## src/core/ssfs_defines.svh

```systemverilog
/*
  Constants of the softstarter fault supervisor: clock rate, times, fault codes.
  Assumes it is included by bare name from core/ files.
*/
`ifndef SSFS_DEFINES_SVH
`define SSFS_DEFINES_SVH
`define SSFS_CLK_KHZ 100000
`define SSFS_FLASH_MS 250
`define SSFS_PAUSE_MS 1500
`define SSFS_SLOW_MS 500
`define SSFS_FAST_MS 100
`define SSFS_ACCEL_LIMIT_MS 20000
`define SSFS_DECEL_STEP_MS 50
`define SSFS_INIT_WAIT 2'h3
`define SSFS_MODE_POWER 1'b0
`define SSFS_MODE_RESTART 1'b1
`define SSFS_CODE_NONE 4'h0
`define SSFS_CODE_UNDERVOLT 4'h1
`define SSFS_CODE_THERMAL 4'h2
`define SSFS_CODE_TIMEOUT 4'h3
`define SSFS_CODE_ZERO_CROSS 4'h4
`define SSFS_CODE_PHASE1 4'h5
`define SSFS_CODE_PHASE2 4'h6
`define SSFS_CODE_PHASE3 4'h7
`define SSFS_CODE_FIRE1 4'h8
`define SSFS_CODE_FIRE3 4'h9
`define SSFS_CODE_ELEC 4'hA
`define SSFS_FLASH_FIRE3 4'hA
`define SSFS_FLASH_ELEC 4'hB
`define SSFS_NDET 10
`endif

```

## src/core/ssfs_pkg.sv

```systemverilog
/*
  Types of the softstarter fault supervisor.
  Assumes nothing of its surroundings.
*/
`default_nettype none
package ssfs_pkg;
  typedef enum logic [2:0] {
    ssfs_init, ssfs_idle, ssfs_start, ssfs_run, ssfs_stop, ssfs_fault, ssfs_prog
  } ssfs_state_t;
  typedef logic [3:0] ssfs_code_t;
endpackage
`default_nettype wire

```

## src/core/ssfs_top.sv

```systemverilog
/*
  Softstarter fault supervisor: start/stop sequencing, fault latch, relays, LED code.
  Assumes detector and contact pins are asynchronous; nv_mode_in and decel_time_in
  come from logic on mclk_in; the ramp itself is done by external analog control.
*/
// Summary of operation
// Closing the start/stop contact begins a soft start.
// Opening the contact begins a soft stop; mains must stay applied.
// Soft stop length follows the deceleration time setting.
// Any fault opens the fault relay and starts the LED flash code; the code ignores faults in programming mode.
// Codes 1 to 8 flash as many times as the code, then pause.
// Code 9 flashes ten times per group.
// Code 10 flashes eleven times per group.
// Code 1 is supply undervoltage, code 2 heat-sink overtemperature.
// Motor thermistor overtemperature also reports code 2 where fitted.
// Code 3 is current control timeout.
// Acceleration past the internal time limit aborts the start into fault.
// Code 4 is a zero-crossing error.
// Codes 5, 6, 7 are phase failures in phases 1, 2, 3.
// Code 8 is a firing error in phase 1.
// Default mode clears a fault only by a power cycle.
// Restart mode clears a fault on contact open then close.
// Programming wiring at power-up: slow blink power mode, fast blink restart mode.
// In programming each open then close toggles the mode and blink rate.
// The selected mode is written to non-volatile storage.
// Bypass relay energizes when the start ramp completes.
// Fault, open relay and removed drive hold until the mode's reset event.
// Flash, pause and blink times are design parameters.
`timescale 1ns/1ns
`default_nettype none
`include "ssfs_defines.svh"
module ssfs_top #(
  parameter bit HAS_MOTOR_PTC = 1'b1,
  parameter int unsigned FLASH_CYC = `SSFS_FLASH_MS * `SSFS_CLK_KHZ,
  parameter int unsigned PAUSE_CYC = `SSFS_PAUSE_MS * `SSFS_CLK_KHZ,
  parameter int unsigned SLOW_CYC = `SSFS_SLOW_MS * `SSFS_CLK_KHZ,
  parameter int unsigned FAST_CYC = `SSFS_FAST_MS * `SSFS_CLK_KHZ,
  parameter int unsigned ACCEL_CYC = `SSFS_ACCEL_LIMIT_MS * `SSFS_CLK_KHZ,
  parameter int unsigned DECEL_STEP_CYC = `SSFS_DECEL_STEP_MS * `SSFS_CLK_KHZ
) (
  input wire logic mclk_in,
  input wire logic rst_b_in,
  input wire logic start_stop_contact_in,
  input wire logic prog_wiring_in,
  input wire logic undervolt_in,
  input wire logic heatsink_hot_in,
  input wire logic motor_ptc_hot_in,
  input wire logic zero_cross_err_in,
  input wire logic phase1_fail_in,
  input wire logic phase2_fail_in,
  input wire logic phase3_fail_in,
  input wire logic fire1_err_in,
  input wire logic fire3_err_in,
  input wire logic elec_fail_in,
  input wire logic ramp_done_in,
  input wire logic [7:0] decel_time_in,
  input wire logic nv_mode_in,
  output logic motor_drive_out,
  output logic ramp_up_out,
  output logic ramp_down_out,
  output logic fault_indicator_relay_out,
  output logic bypass_indicator_relay_out,
  output logic led_yellow_out,
  output logic [3:0] fault_code_out,
  output logic nv_write_out,
  output logic nv_mode_out
);
  localparam int NS = `SSFS_NDET + 3;
  logic [NS-1:0] sync1;
  logic [NS-1:0] sync2;
  ssfs_pkg::ssfs_state_t state;
  ssfs_pkg::ssfs_state_t next_state;
  logic [31:0] tmr;
  logic [31:0] next_tmr;
  logic [1:0] init_cnt;
  logic mode;
  logic seen_open;
  logic [31:0] led_tmr;
  logic [31:0] next_led_tmr;
  logic [3:0] flash_cnt;
  logic [3:0] next_flash_cnt;
  logic led_pause;
  logic next_led_pause;
  logic next_led;

  // Two-stage synchronisers for the detector, contact, programming wiring and ramp done pins
  wire [NS-1:0] pins = {ramp_done_in, prog_wiring_in, start_stop_contact_in,
    elec_fail_in, fire3_err_in, fire1_err_in, phase3_fail_in, phase2_fail_in,
    phase1_fail_in, zero_cross_err_in, motor_ptc_hot_in, heatsink_hot_in, undervolt_in};
  always_ff @(posedge mclk_in or negedge rst_b_in) begin
    if (!rst_b_in) begin
      sync1 <= '0;
      sync2 <= '0;
    end else begin
      sync1 <= pins;
      sync2 <= sync1;
    end
  end
  wire [`SSFS_NDET-1:0] det = sync2[`SSFS_NDET-1:0];
  wire closed = sync2[`SSFS_NDET];
  wire prog_s = sync2[`SSFS_NDET+1];
  wire ramp_done_s = sync2[`SSFS_NDET+2];
  wire ptc_hot = det[2] & HAS_MOTOR_PTC;

  // Fault detection and priority encoding
  wire in_op = (state == ssfs_pkg::ssfs_idle) || (state == ssfs_pkg::ssfs_start) ||
    (state == ssfs_pkg::ssfs_run) || (state == ssfs_pkg::ssfs_stop);
  wire accel_timeout = (state == ssfs_pkg::ssfs_start) && !ramp_done_s &&
    (tmr == 32'(ACCEL_CYC - 1));
  wire flt_any = (|det[1:0]) | ptc_hot | (|det[9:3]) | accel_timeout;
  wire [3:0] det_code =
    det[0] ? `SSFS_CODE_UNDERVOLT :
    (det[1] | ptc_hot) ? `SSFS_CODE_THERMAL :
    accel_timeout ? `SSFS_CODE_TIMEOUT :
    det[3] ? `SSFS_CODE_ZERO_CROSS :
    det[4] ? `SSFS_CODE_PHASE1 :
    det[5] ? `SSFS_CODE_PHASE2 :
    det[6] ? `SSFS_CODE_PHASE3 :
    det[7] ? `SSFS_CODE_FIRE1 :
    det[8] ? `SSFS_CODE_FIRE3 :
    det[9] ? `SSFS_CODE_ELEC : `SSFS_CODE_NONE;
  wire [3:0] flash_target =
    (fault_code_out == `SSFS_CODE_FIRE3) ? `SSFS_FLASH_FIRE3 :
    (fault_code_out == `SSFS_CODE_ELEC) ? `SSFS_FLASH_ELEC : fault_code_out;

  // Sequencing
  wire stop_done = (tmr == 32'h0);
  wire reclose = seen_open && closed;
  wire restart_clear = (mode == `SSFS_MODE_RESTART) && reclose && !flt_any;
  always_comb begin
    next_state = state;
    unique case (state)
      ssfs_pkg::ssfs_init:
        if (init_cnt == `SSFS_INIT_WAIT) begin
          next_state = prog_s ? ssfs_pkg::ssfs_prog : ssfs_pkg::ssfs_idle;
        end
      ssfs_pkg::ssfs_idle:
        if (flt_any) next_state = ssfs_pkg::ssfs_fault;
        else if (closed) next_state = ssfs_pkg::ssfs_start;
      ssfs_pkg::ssfs_start:
        if (flt_any) next_state = ssfs_pkg::ssfs_fault;
        else if (!closed) next_state = ssfs_pkg::ssfs_stop;
        else if (ramp_done_s) next_state = ssfs_pkg::ssfs_run;
      ssfs_pkg::ssfs_run:
        if (flt_any) next_state = ssfs_pkg::ssfs_fault;
        else if (!closed) next_state = ssfs_pkg::ssfs_stop;
      ssfs_pkg::ssfs_stop:
        if (flt_any) next_state = ssfs_pkg::ssfs_fault;
        else if (closed) next_state = ssfs_pkg::ssfs_start;
        else if (stop_done) next_state = ssfs_pkg::ssfs_idle;
      ssfs_pkg::ssfs_fault:
        if (restart_clear) next_state = ssfs_pkg::ssfs_idle;
      ssfs_pkg::ssfs_prog:
        next_state = ssfs_pkg::ssfs_prog;
      default:
        next_state = ssfs_pkg::ssfs_init;
    endcase
  end

  wire enter_stop = (state != ssfs_pkg::ssfs_stop) && (next_state == ssfs_pkg::ssfs_stop);
  wire [31:0] stop_load = 32'({24'h0, decel_time_in} * DECEL_STEP_CYC);
  assign next_tmr = enter_stop ? stop_load :
    (next_state != state) ? 32'h0 :
    (state == ssfs_pkg::ssfs_start) ? tmr + 32'h1 :
    ((state == ssfs_pkg::ssfs_stop) && !stop_done) ? tmr - 32'h1 : tmr;

  wire next_drive = (next_state == ssfs_pkg::ssfs_start) ||
    (next_state == ssfs_pkg::ssfs_run) || (next_state == ssfs_pkg::ssfs_stop);
  wire entering_fault = (state != ssfs_pkg::ssfs_fault) &&
    (next_state == ssfs_pkg::ssfs_fault);
  wire prog_toggle = (state == ssfs_pkg::ssfs_prog) && reclose;
  wire watch_open = (state == ssfs_pkg::ssfs_fault) || (state == ssfs_pkg::ssfs_prog);

  always_ff @(posedge mclk_in or negedge rst_b_in) begin
    if (!rst_b_in) begin
      state <= ssfs_pkg::ssfs_init;
      tmr <= 32'h0;
      init_cnt <= 2'h0;
    end else begin
      state <= next_state;
      tmr <= next_tmr;
      init_cnt <= (init_cnt == `SSFS_INIT_WAIT) ? init_cnt : init_cnt + 2'h1;
    end
  end

  // Reset mode, open/close tracking, storage write
  always_ff @(posedge mclk_in or negedge rst_b_in) begin
    if (!rst_b_in) begin
      mode <= `SSFS_MODE_POWER;
      seen_open <= 1'b0;
      nv_write_out <= 1'b0;
      nv_mode_out <= `SSFS_MODE_POWER;
    end else begin
      if ((state == ssfs_pkg::ssfs_init) && (init_cnt == `SSFS_INIT_WAIT)) begin
        mode <= nv_mode_in;
        nv_mode_out <= nv_mode_in;
      end else if (prog_toggle) begin
        mode <= ~mode;
        nv_mode_out <= ~mode;
      end
      nv_write_out <= prog_toggle;
      seen_open <= watch_open && !reclose && (seen_open || !closed);
    end
  end

  // Relay, drive and code outputs
  always_ff @(posedge mclk_in or negedge rst_b_in) begin
    if (!rst_b_in) begin
      motor_drive_out <= 1'b0;
      ramp_up_out <= 1'b0;
      ramp_down_out <= 1'b0;
      fault_indicator_relay_out <= 1'b0;
      bypass_indicator_relay_out <= 1'b0;
      fault_code_out <= `SSFS_CODE_NONE;
    end else begin
      motor_drive_out <= next_drive;
      ramp_up_out <= (next_state == ssfs_pkg::ssfs_start);
      ramp_down_out <= (next_state == ssfs_pkg::ssfs_stop);
      fault_indicator_relay_out <= (next_state != ssfs_pkg::ssfs_fault);
      bypass_indicator_relay_out <= (next_state == ssfs_pkg::ssfs_run);
      if (entering_fault) fault_code_out <= det_code;
      else if (next_state != ssfs_pkg::ssfs_fault) fault_code_out <= `SSFS_CODE_NONE;
    end
  end

  // LED flasher: fault code groups or programming blink
  always_comb begin
    next_led = 1'b0;
    next_led_tmr = 32'h0;
    next_flash_cnt = 4'h0;
    next_led_pause = 1'b0;
    if (state == ssfs_pkg::ssfs_fault) begin
      next_led = led_yellow_out;
      next_flash_cnt = flash_cnt;
      next_led_pause = led_pause;
      if (led_tmr != 32'h0) begin
        next_led_tmr = led_tmr - 32'h1;
      end else if (led_yellow_out) begin
        next_led = 1'b0;
        next_led_pause = (flash_cnt == flash_target - 4'h1);
        next_led_tmr = next_led_pause ? 32'(PAUSE_CYC - 1) : 32'(FLASH_CYC - 1);
        next_flash_cnt = next_led_pause ? 4'h0 : flash_cnt + 4'h1;
      end else begin
        next_led = 1'b1;
        next_led_pause = 1'b0;
        next_led_tmr = 32'(FLASH_CYC - 1);
      end
    end else if (state == ssfs_pkg::ssfs_prog) begin
      next_led = led_yellow_out;
      if (led_tmr != 32'h0) begin
        next_led_tmr = led_tmr - 32'h1;
      end else begin
        next_led = ~led_yellow_out;
        next_led_tmr = (mode == `SSFS_MODE_RESTART) ? 32'(FAST_CYC - 1) :
          32'(SLOW_CYC - 1);
      end
    end
  end

  always_ff @(posedge mclk_in or negedge rst_b_in) begin
    if (!rst_b_in) begin
      led_yellow_out <= 1'b0;
      led_tmr <= 32'h0;
      flash_cnt <= 4'h0;
      led_pause <= 1'b0;
    end else begin
      led_yellow_out <= next_led;
      led_tmr <= next_led_tmr;
      flash_cnt <= next_flash_cnt;
      led_pause <= next_led_pause;
    end
  end

  // Checks
  a_start_on_close: assert property (@(posedge mclk_in) disable iff (!rst_b_in)
    (state == ssfs_pkg::ssfs_idle) && closed && !flt_any |=> ramp_up_out && motor_drive_out)
    else $error("start not begun on contact close");
  a_stop_on_open: assert property (@(posedge mclk_in) disable iff (!rst_b_in)
    (state == ssfs_pkg::ssfs_run) && !closed && !flt_any |=> ramp_down_out && motor_drive_out)
    else $error("stop not begun on contact open");
  a_stop_length: assert property (@(posedge mclk_in) disable iff (!rst_b_in)
    enter_stop && !closed |=> (tmr == $past(stop_load)))
    else $error("stop duration not loaded from setting");
  a_fault_relay_open: assert property (@(posedge mclk_in) disable iff (!rst_b_in)
    entering_fault |=> !fault_indicator_relay_out && !motor_drive_out ##1 led_yellow_out)
    else $error("fault did not open relay or start flashing");
  a_flash_count: assert property (@(posedge mclk_in) disable iff (!rst_b_in)
    (state == ssfs_pkg::ssfs_fault) |-> (flash_cnt < flash_target))
    else $error("flash count exceeds group size");
  a_code_undervolt: assert property (@(posedge mclk_in) disable iff (!rst_b_in)
    entering_fault && det[0] |=> (fault_code_out == `SSFS_CODE_UNDERVOLT))
    else $error("undervoltage not reported as code 1");
  a_accel_timeout: assert property (@(posedge mclk_in) disable iff (!rst_b_in)
    accel_timeout && !(|det) |=> (state == ssfs_pkg::ssfs_fault) &&
    (fault_code_out == `SSFS_CODE_TIMEOUT))
    else $error("acceleration timeout not latched as code 3");
  a_power_hold: assert property (@(posedge mclk_in) disable iff (!rst_b_in)
    (state == ssfs_pkg::ssfs_fault) && (mode == `SSFS_MODE_POWER) |=>
    (state == ssfs_pkg::ssfs_fault) && !fault_indicator_relay_out)
    else $error("fault cleared without power cycle");
  a_restart_clear: assert property (@(posedge mclk_in) disable iff (!rst_b_in)
    (state == ssfs_pkg::ssfs_fault) && restart_clear |=> fault_indicator_relay_out)
    else $error("restart did not clear fault");
  a_prog_toggle: assert property (@(posedge mclk_in) disable iff (!rst_b_in)
    prog_toggle |=> nv_write_out && (nv_mode_out != $past(mode)))
    else $error("programming toggle not stored");
  a_bypass_on: assert property (@(posedge mclk_in) disable iff (!rst_b_in)
    (state == ssfs_pkg::ssfs_start) && ramp_done_s && closed && !flt_any |=>
    bypass_indicator_relay_out)
    else $error("bypass relay not energized after ramp");
  c_full_start: cover property (@(posedge mclk_in) disable iff (!rst_b_in)
    (state == ssfs_pkg::ssfs_start) ##1 (state == ssfs_pkg::ssfs_run));
  c_fault_pause: cover property (@(posedge mclk_in) disable iff (!rst_b_in)
    (state == ssfs_pkg::ssfs_fault) && led_pause);
  c_prog_toggle: cover property (@(posedge mclk_in) disable iff (!rst_b_in) prog_toggle);
endmodule // ssfs_top
`default_nettype wire

```

## config.mk

```make
export PLATFORM = sky130hd
export DESIGN_NAME = ssfs_top
export DESIGN_NICKNAME = d
export VERILOG_FILES = /design/src/core/ssfs_pkg.sv /design/src/core/ssfs_top.sv
export VERILOG_INCLUDE_DIRS = /design/src /design/src/core
export SDC_FILE = /design/constraint.sdc
export NUM_CORES = 1
export LEC_CHECK = 0
export ABC_CLOCK_PERIOD_IN_PS = 9000
export BUFFER_PORTS_ARGS = -buffer_cell sky130_fd_sc_hd__buf_2
export CAP_MARGIN = 20
export CORE_ASPECT_RATIO = 2
export CORE_MARGIN = 1
export CORE_UTILIZATION = 33
export DETAILED_ROUTE_END_ITERATION = 8
export PLACE_DENSITY = 0.58
export SLEW_MARGIN = 20
export SYNTH_ARGS = -nofsm -noshare
export SYNTH_HDL_FRONTEND = slang
export SYNTH_SLANG_ARGS = --single-unit
```

## constraint.sdc

```tcl
create_clock -name mclk_in -period 9 [get_ports mclk_in]
set_input_delay 0.9 -clock mclk_in [delete_from_list [all_inputs] [get_ports mclk_in]]
set_output_delay 0.9 -clock mclk_in [all_outputs]
set_load 0.01 [all_outputs]
```

# After elaboration in Yosys (flattened, before gate mapping)
# Cells that the tools add are included.
# totals
register_bits,112
input_bits,24
out_inout_bits,12
elab_cells,133
# classes
n_addsub,6
n_mul,1
n_eq_ne,22
muxes,50
bitwise_logic,6
n_reduce_logical,31
# op_table
op,count
$mux W32,8
$mux W4,18
$sub A32 B1 Y32 const B,2
$mux W28,2
$mux W3,13
$add A32 B1 Y32 const B,1
$eq A32 B31 Y1 const B,1
$logic_not A32 Y1,1
$reduce_bool A32 Y1,1
$mux W26,1
$mul A8 B17 Y25 const B,1
$pmux W3 S7,1
$eq A3 B3 Y1 const B,5
$eq A3 B2 Y1 const B,4
$logic_and A1 B1 Y1,12
$ne A3 B3 Y1 const B,3
$eq A4 B4 Y1 const B,2
$mux W1,7
$reduce_or A7 Y1,1
$ne A2 B2 Y1 const B,3
$logic_not A1 Y1,5
$add A4 B1 Y4 const B,1
$eq A4 B4 Y1,1
$logic_or A1 B1 Y1,4
other kinds (12),18

# Depth between registers and ports, before layout
# logic_depth
ltp_word,11
mapped_depth,17
ltp_nobuf,17

# Least setup slack after synthesis
# No wires, ideal clock.
# synth_timing
kind,input to register
from,in decel_time_in[6]
to,reg tmr[29]
setup_ns,0.077
arrival_ns,4.825
required_ns,8.923
setup_slack_ns,4.098
path_stages,15
n_path_buf,0
cell_sequence,inv_1 > ha_1 > inv_1 > fa_1 > fa_1 > fa_1 > ha_1 > or3_1 > a21oi_1 > o21ai_0 > a311oi_1 > o21ai_0 > a31oi_1 > mux2_2 > a21oi_1
# synth_via
elab_chain_len,2
# synth_rtl
element,line_no,text
from (decl),ssfs_top.sv:56,"input wire logic [7:0] decel_time_in,"
$mul A8 B17 Y25,ssfs_top.sv:161,"wire [31:0] stop_load = 32'({24'h0, decel_time_in} * DECEL_STEP_CYC);"
$mux W32,ssfs_top.sv:162,assign next_tmr = enter_stop ? stop_load :
to (signal assigned),ssfs_top.sv:181,tmr <= next_tmr;
to (decl),ssfs_top.sv:73,logic [31:0] tmr;
# Every way passes these cells.
# A chain may end at the register's enable or synchronous reset.

# Worst setup path in the final report
# Ends and elaborated chain as after synthesis.

==> impl_metrics.env <==
export IMPL_status="finished, final reports clean"
export IMPL_hp_class="reg2reg"
export IMPL_tritoncts="done"
export IMPL_row_count=84
export IMPL_dp_hpwl_mm=17.89
export IMPL_vias_per_cell=5.332
export IMPL_holdPathStages=0
export IMPL_max_freq_mhz=190.9
export IMPL_placed_area_um2=9427
export IMPL_grt_pass1_vias=7534
export IMPL_die_w_um=118.3
export IMPL_fin_skew_ns=0.009147
export IMPL_rr_worst_depth=11
export IMPL_drv_slew=0
export IMPL_setup_viol=0
export IMPL_ys_warn_count=0
export IMPL_initial_utilization_pct=33.84
export IMPL_fin_util_pct=36.96
export IMPL_num_vias=7219
export IMPL_insertion_delay_ns=0.35
export IMPL_synthCells=980
export IMPL_syn_nets=1128
export IMPL_power_frac_clock_pct=12.8
export IMPL_dieArea_um2=27750
export IMPL_cp_required_ns=9.28
export IMPL_min_period_over_period_pct=58.20
export IMPL_tightest_slew_ns=0.8804
export IMPL_synth_area_leader_cell="dfrtp_1"
export IMPL_finalCriticalPeriod_ns=5.238
export IMPL_pwr_density_cell_nw_per_um2=348.1
export IMPL_finalInstanceArea_um2=9751
export IMPL_ant_nets=0
export IMPL_synth_seq_cells=112
export IMPL_power_net_switching_w=0.001653
export IMPL_portBuffers=35
export IMPL_fin_nets=1153
export IMPL_synth_cell_type_count=77
export IMPL_critPathMaxFanout=9
export IMPL_r2r_start="state[1]"
export IMPL_synth_edf_count=0
export IMPL_grt_setup_unrepaired="false"
export IMPL_min_from="sync1[7]"
export IMPL_tns_ns=0
export IMPL_yosysTopAreaCellShare_pct=31.40
export IMPL_gp_congestion=0.9071
export IMPL_routed_wl_mm=22.88
export IMPL_drt_iter0_markers=323
export IMPL_min_to="sync2[7]"
export IMPL_reg2reg_to="tmr[31]"
export IMPL_slew_headroom_pct=41.31
export IMPL_h_tree_depth=3
export IMPL_layout_commonest_cell="dfrtp_1"
export IMPL_end_kind="register"
export IMPL_cts_root_buf="clkbuf_16"
export IMPL_cp_startpoint="decel_time_in[6]"
export IMPL_drc=0
export IMPL_dp_slack_ns=3.385
export IMPL_layout_drive_gt1_share_pct=10.79
export IMPL_ctsResizeCount=0
export IMPL_core_area_um2=26380
export IMPL_cts_sinks=112
export IMPL_async_reset_ff_share_pct=100.0
export IMPL_hold_buffers=0
export IMPL_synth_seq_area_share_pct=31.40
export IMPL_layout_common_cells="dfrtp_1, ha_1, a21oi_1"
export IMPL_startpoint_type="input pin"
export IMPL_cellInternalPower_w=0.001741
export IMPL_wl_per_cell_um=16.90
export IMPL_synth_cell_area_um2=8926
export IMPL_sequentialPowerShare_pct=24.2
export IMPL_clockBufferDepth=2
export IMPL_synth_area_top_cells="dfrtp_1, ha_1, a21oi_1"
export IMPL_worst_ep_arrival_time_ns=5.52
export IMPL_p_leak_nw=4.408
export IMPL_area_delta_synth_final_pct=9.237
export IMPL_p_comb_share_pct=63.0
export IMPL_grt_start_max_net_pins=73
export IMPL_grt_overflow=0
export IMPL_antenna_found_initial=0
export IMPL_drv_cap=0
export IMPL_swShare_pct=48.70
export IMPL_cts_made_buffers=9
export IMPL_peakVddDrop_v=0.0001862
export IMPL_critical_path_class="in2reg"
export IMPL_cts_setup_buffers=0
export IMPL_ios=36
export IMPL_grt_first_pass_wirelength_mm=37.14
export IMPL_avgSynthCellArea_um2=9.108
export IMPL_die_y_um=234.6
export IMPL_drtPass1Iterations=4
export IMPL_finalHoldViolCount=0
export IMPL_antenna_cells=0
export IMPL_synth_main_ff_cell="dfrtp_1"
export IMPL_rrSetupSlack_ns=4.60
export IMPL_fin_ws_ns=3.762
export IMPL_track_usage_pct=16.92
export IMPL_clk_pin_slew_ns=0.08
-- sequential cells by signal (all words and copies together), names as in the netlist, 2 cells and up --
register	flops
init_cnt	2
sync1	13
state	3
sync2	13
tmr	32
led_tmr	32
fault_code_out	4
flash_cnt	4
-- layer usage --
metal	up-vias	global-route usage (%)	routed length, µm	share of wire (%)
met5	-	0	0	0
met4	0	9.335	923	4.0
met3	47	1.332	460	2.0
met2	116	34.54	13170	58
met1	3491	16.44	8320	36
li1	3565	-	-	-
-- worst max path at each step --
stage / to / slack [ns]
final: tmr[29] / 3.76
after global routing: tmr[29] / 3.50
after CTS: tmr[29] / 3.75
after detailed placement: tmr[29] / 3.38
after global placement: tmr[29] / 3.50
after floorplan: tmr[29] / 4.10
-- logic make-up after synthesis --
kind of cell    count (synthesis)  share of synthesized area [%]
simple gates                  318                          19.47
compound gates                273                          18.46
fa+ha+maj                     124                          18.98
flops                         112                          31.40
xor+xnor                       75                          7.359
buf+inv                        72                          3.602
mux                             6                         0.7289
-- Yosys cell counts (all sizes together), types with 15 or more instances --
cell type	number
o21ai	81
nor4	18
xor2	32
fa	19
xnor2	43
nand2b	15
nor3	19
ha	105
nor2	97
nand2	77
clkbuf	18
inv	45
dfrtp	112
a21o	20
a21oi	101
-- layout make-up --
class / count / area (µm²)
fillers: 2719 / 16630
clock inverters: 7 / 98.84
repair buffers: 41 / 222.7
well taps: 344 / 430.4
clock buffers: 9 / 225.2
flip-flops and latches: 112 / 2803
multi-input cells: 796 / 5802
inverters: 45 / 168.9
-- worst max-delay path: stages --
cell	delay, ns
buf_2	0.21
inv_1	0.07
ha_1	0.32
inv_1	0.07
fa_1	0.54
fa_1	0.45
fa_1	0.49
ha_1	0.23
or3_1	0.41
a21oi_1	0.18
o21ai_0	0.26
a311oi_1	0.47
o21ai_0	0.20
a31oi_1	0.22
mux2_2	0.35
a21oi_1	0.14
-- power groups by stage --
stage,clock [W],sequential (W),combinational [W]
finish,0.000436,0.000820,0.00214
global route,0.000461,0.000839,0.00241
CTS,0.000446,0.000819,0.00215
detailed placement,0,0.000829,0.00213
global placement,0,0.000826,0.00212
floorplan,0,0.000769,0.00173
-- stage by stage --
step	hold slack, ns	total power [W]	cells
finish	0.3497	0.003394	1354
global route	0.3541	0.003711	1354
CTS	0.3505	0.003419	1354
detailed placement	0.3347	0.002963	1338
global placement	0.3331	0.002945	1338
floorplan	0.3312	0.002498	980
Power figures use the tool's default switching activity.
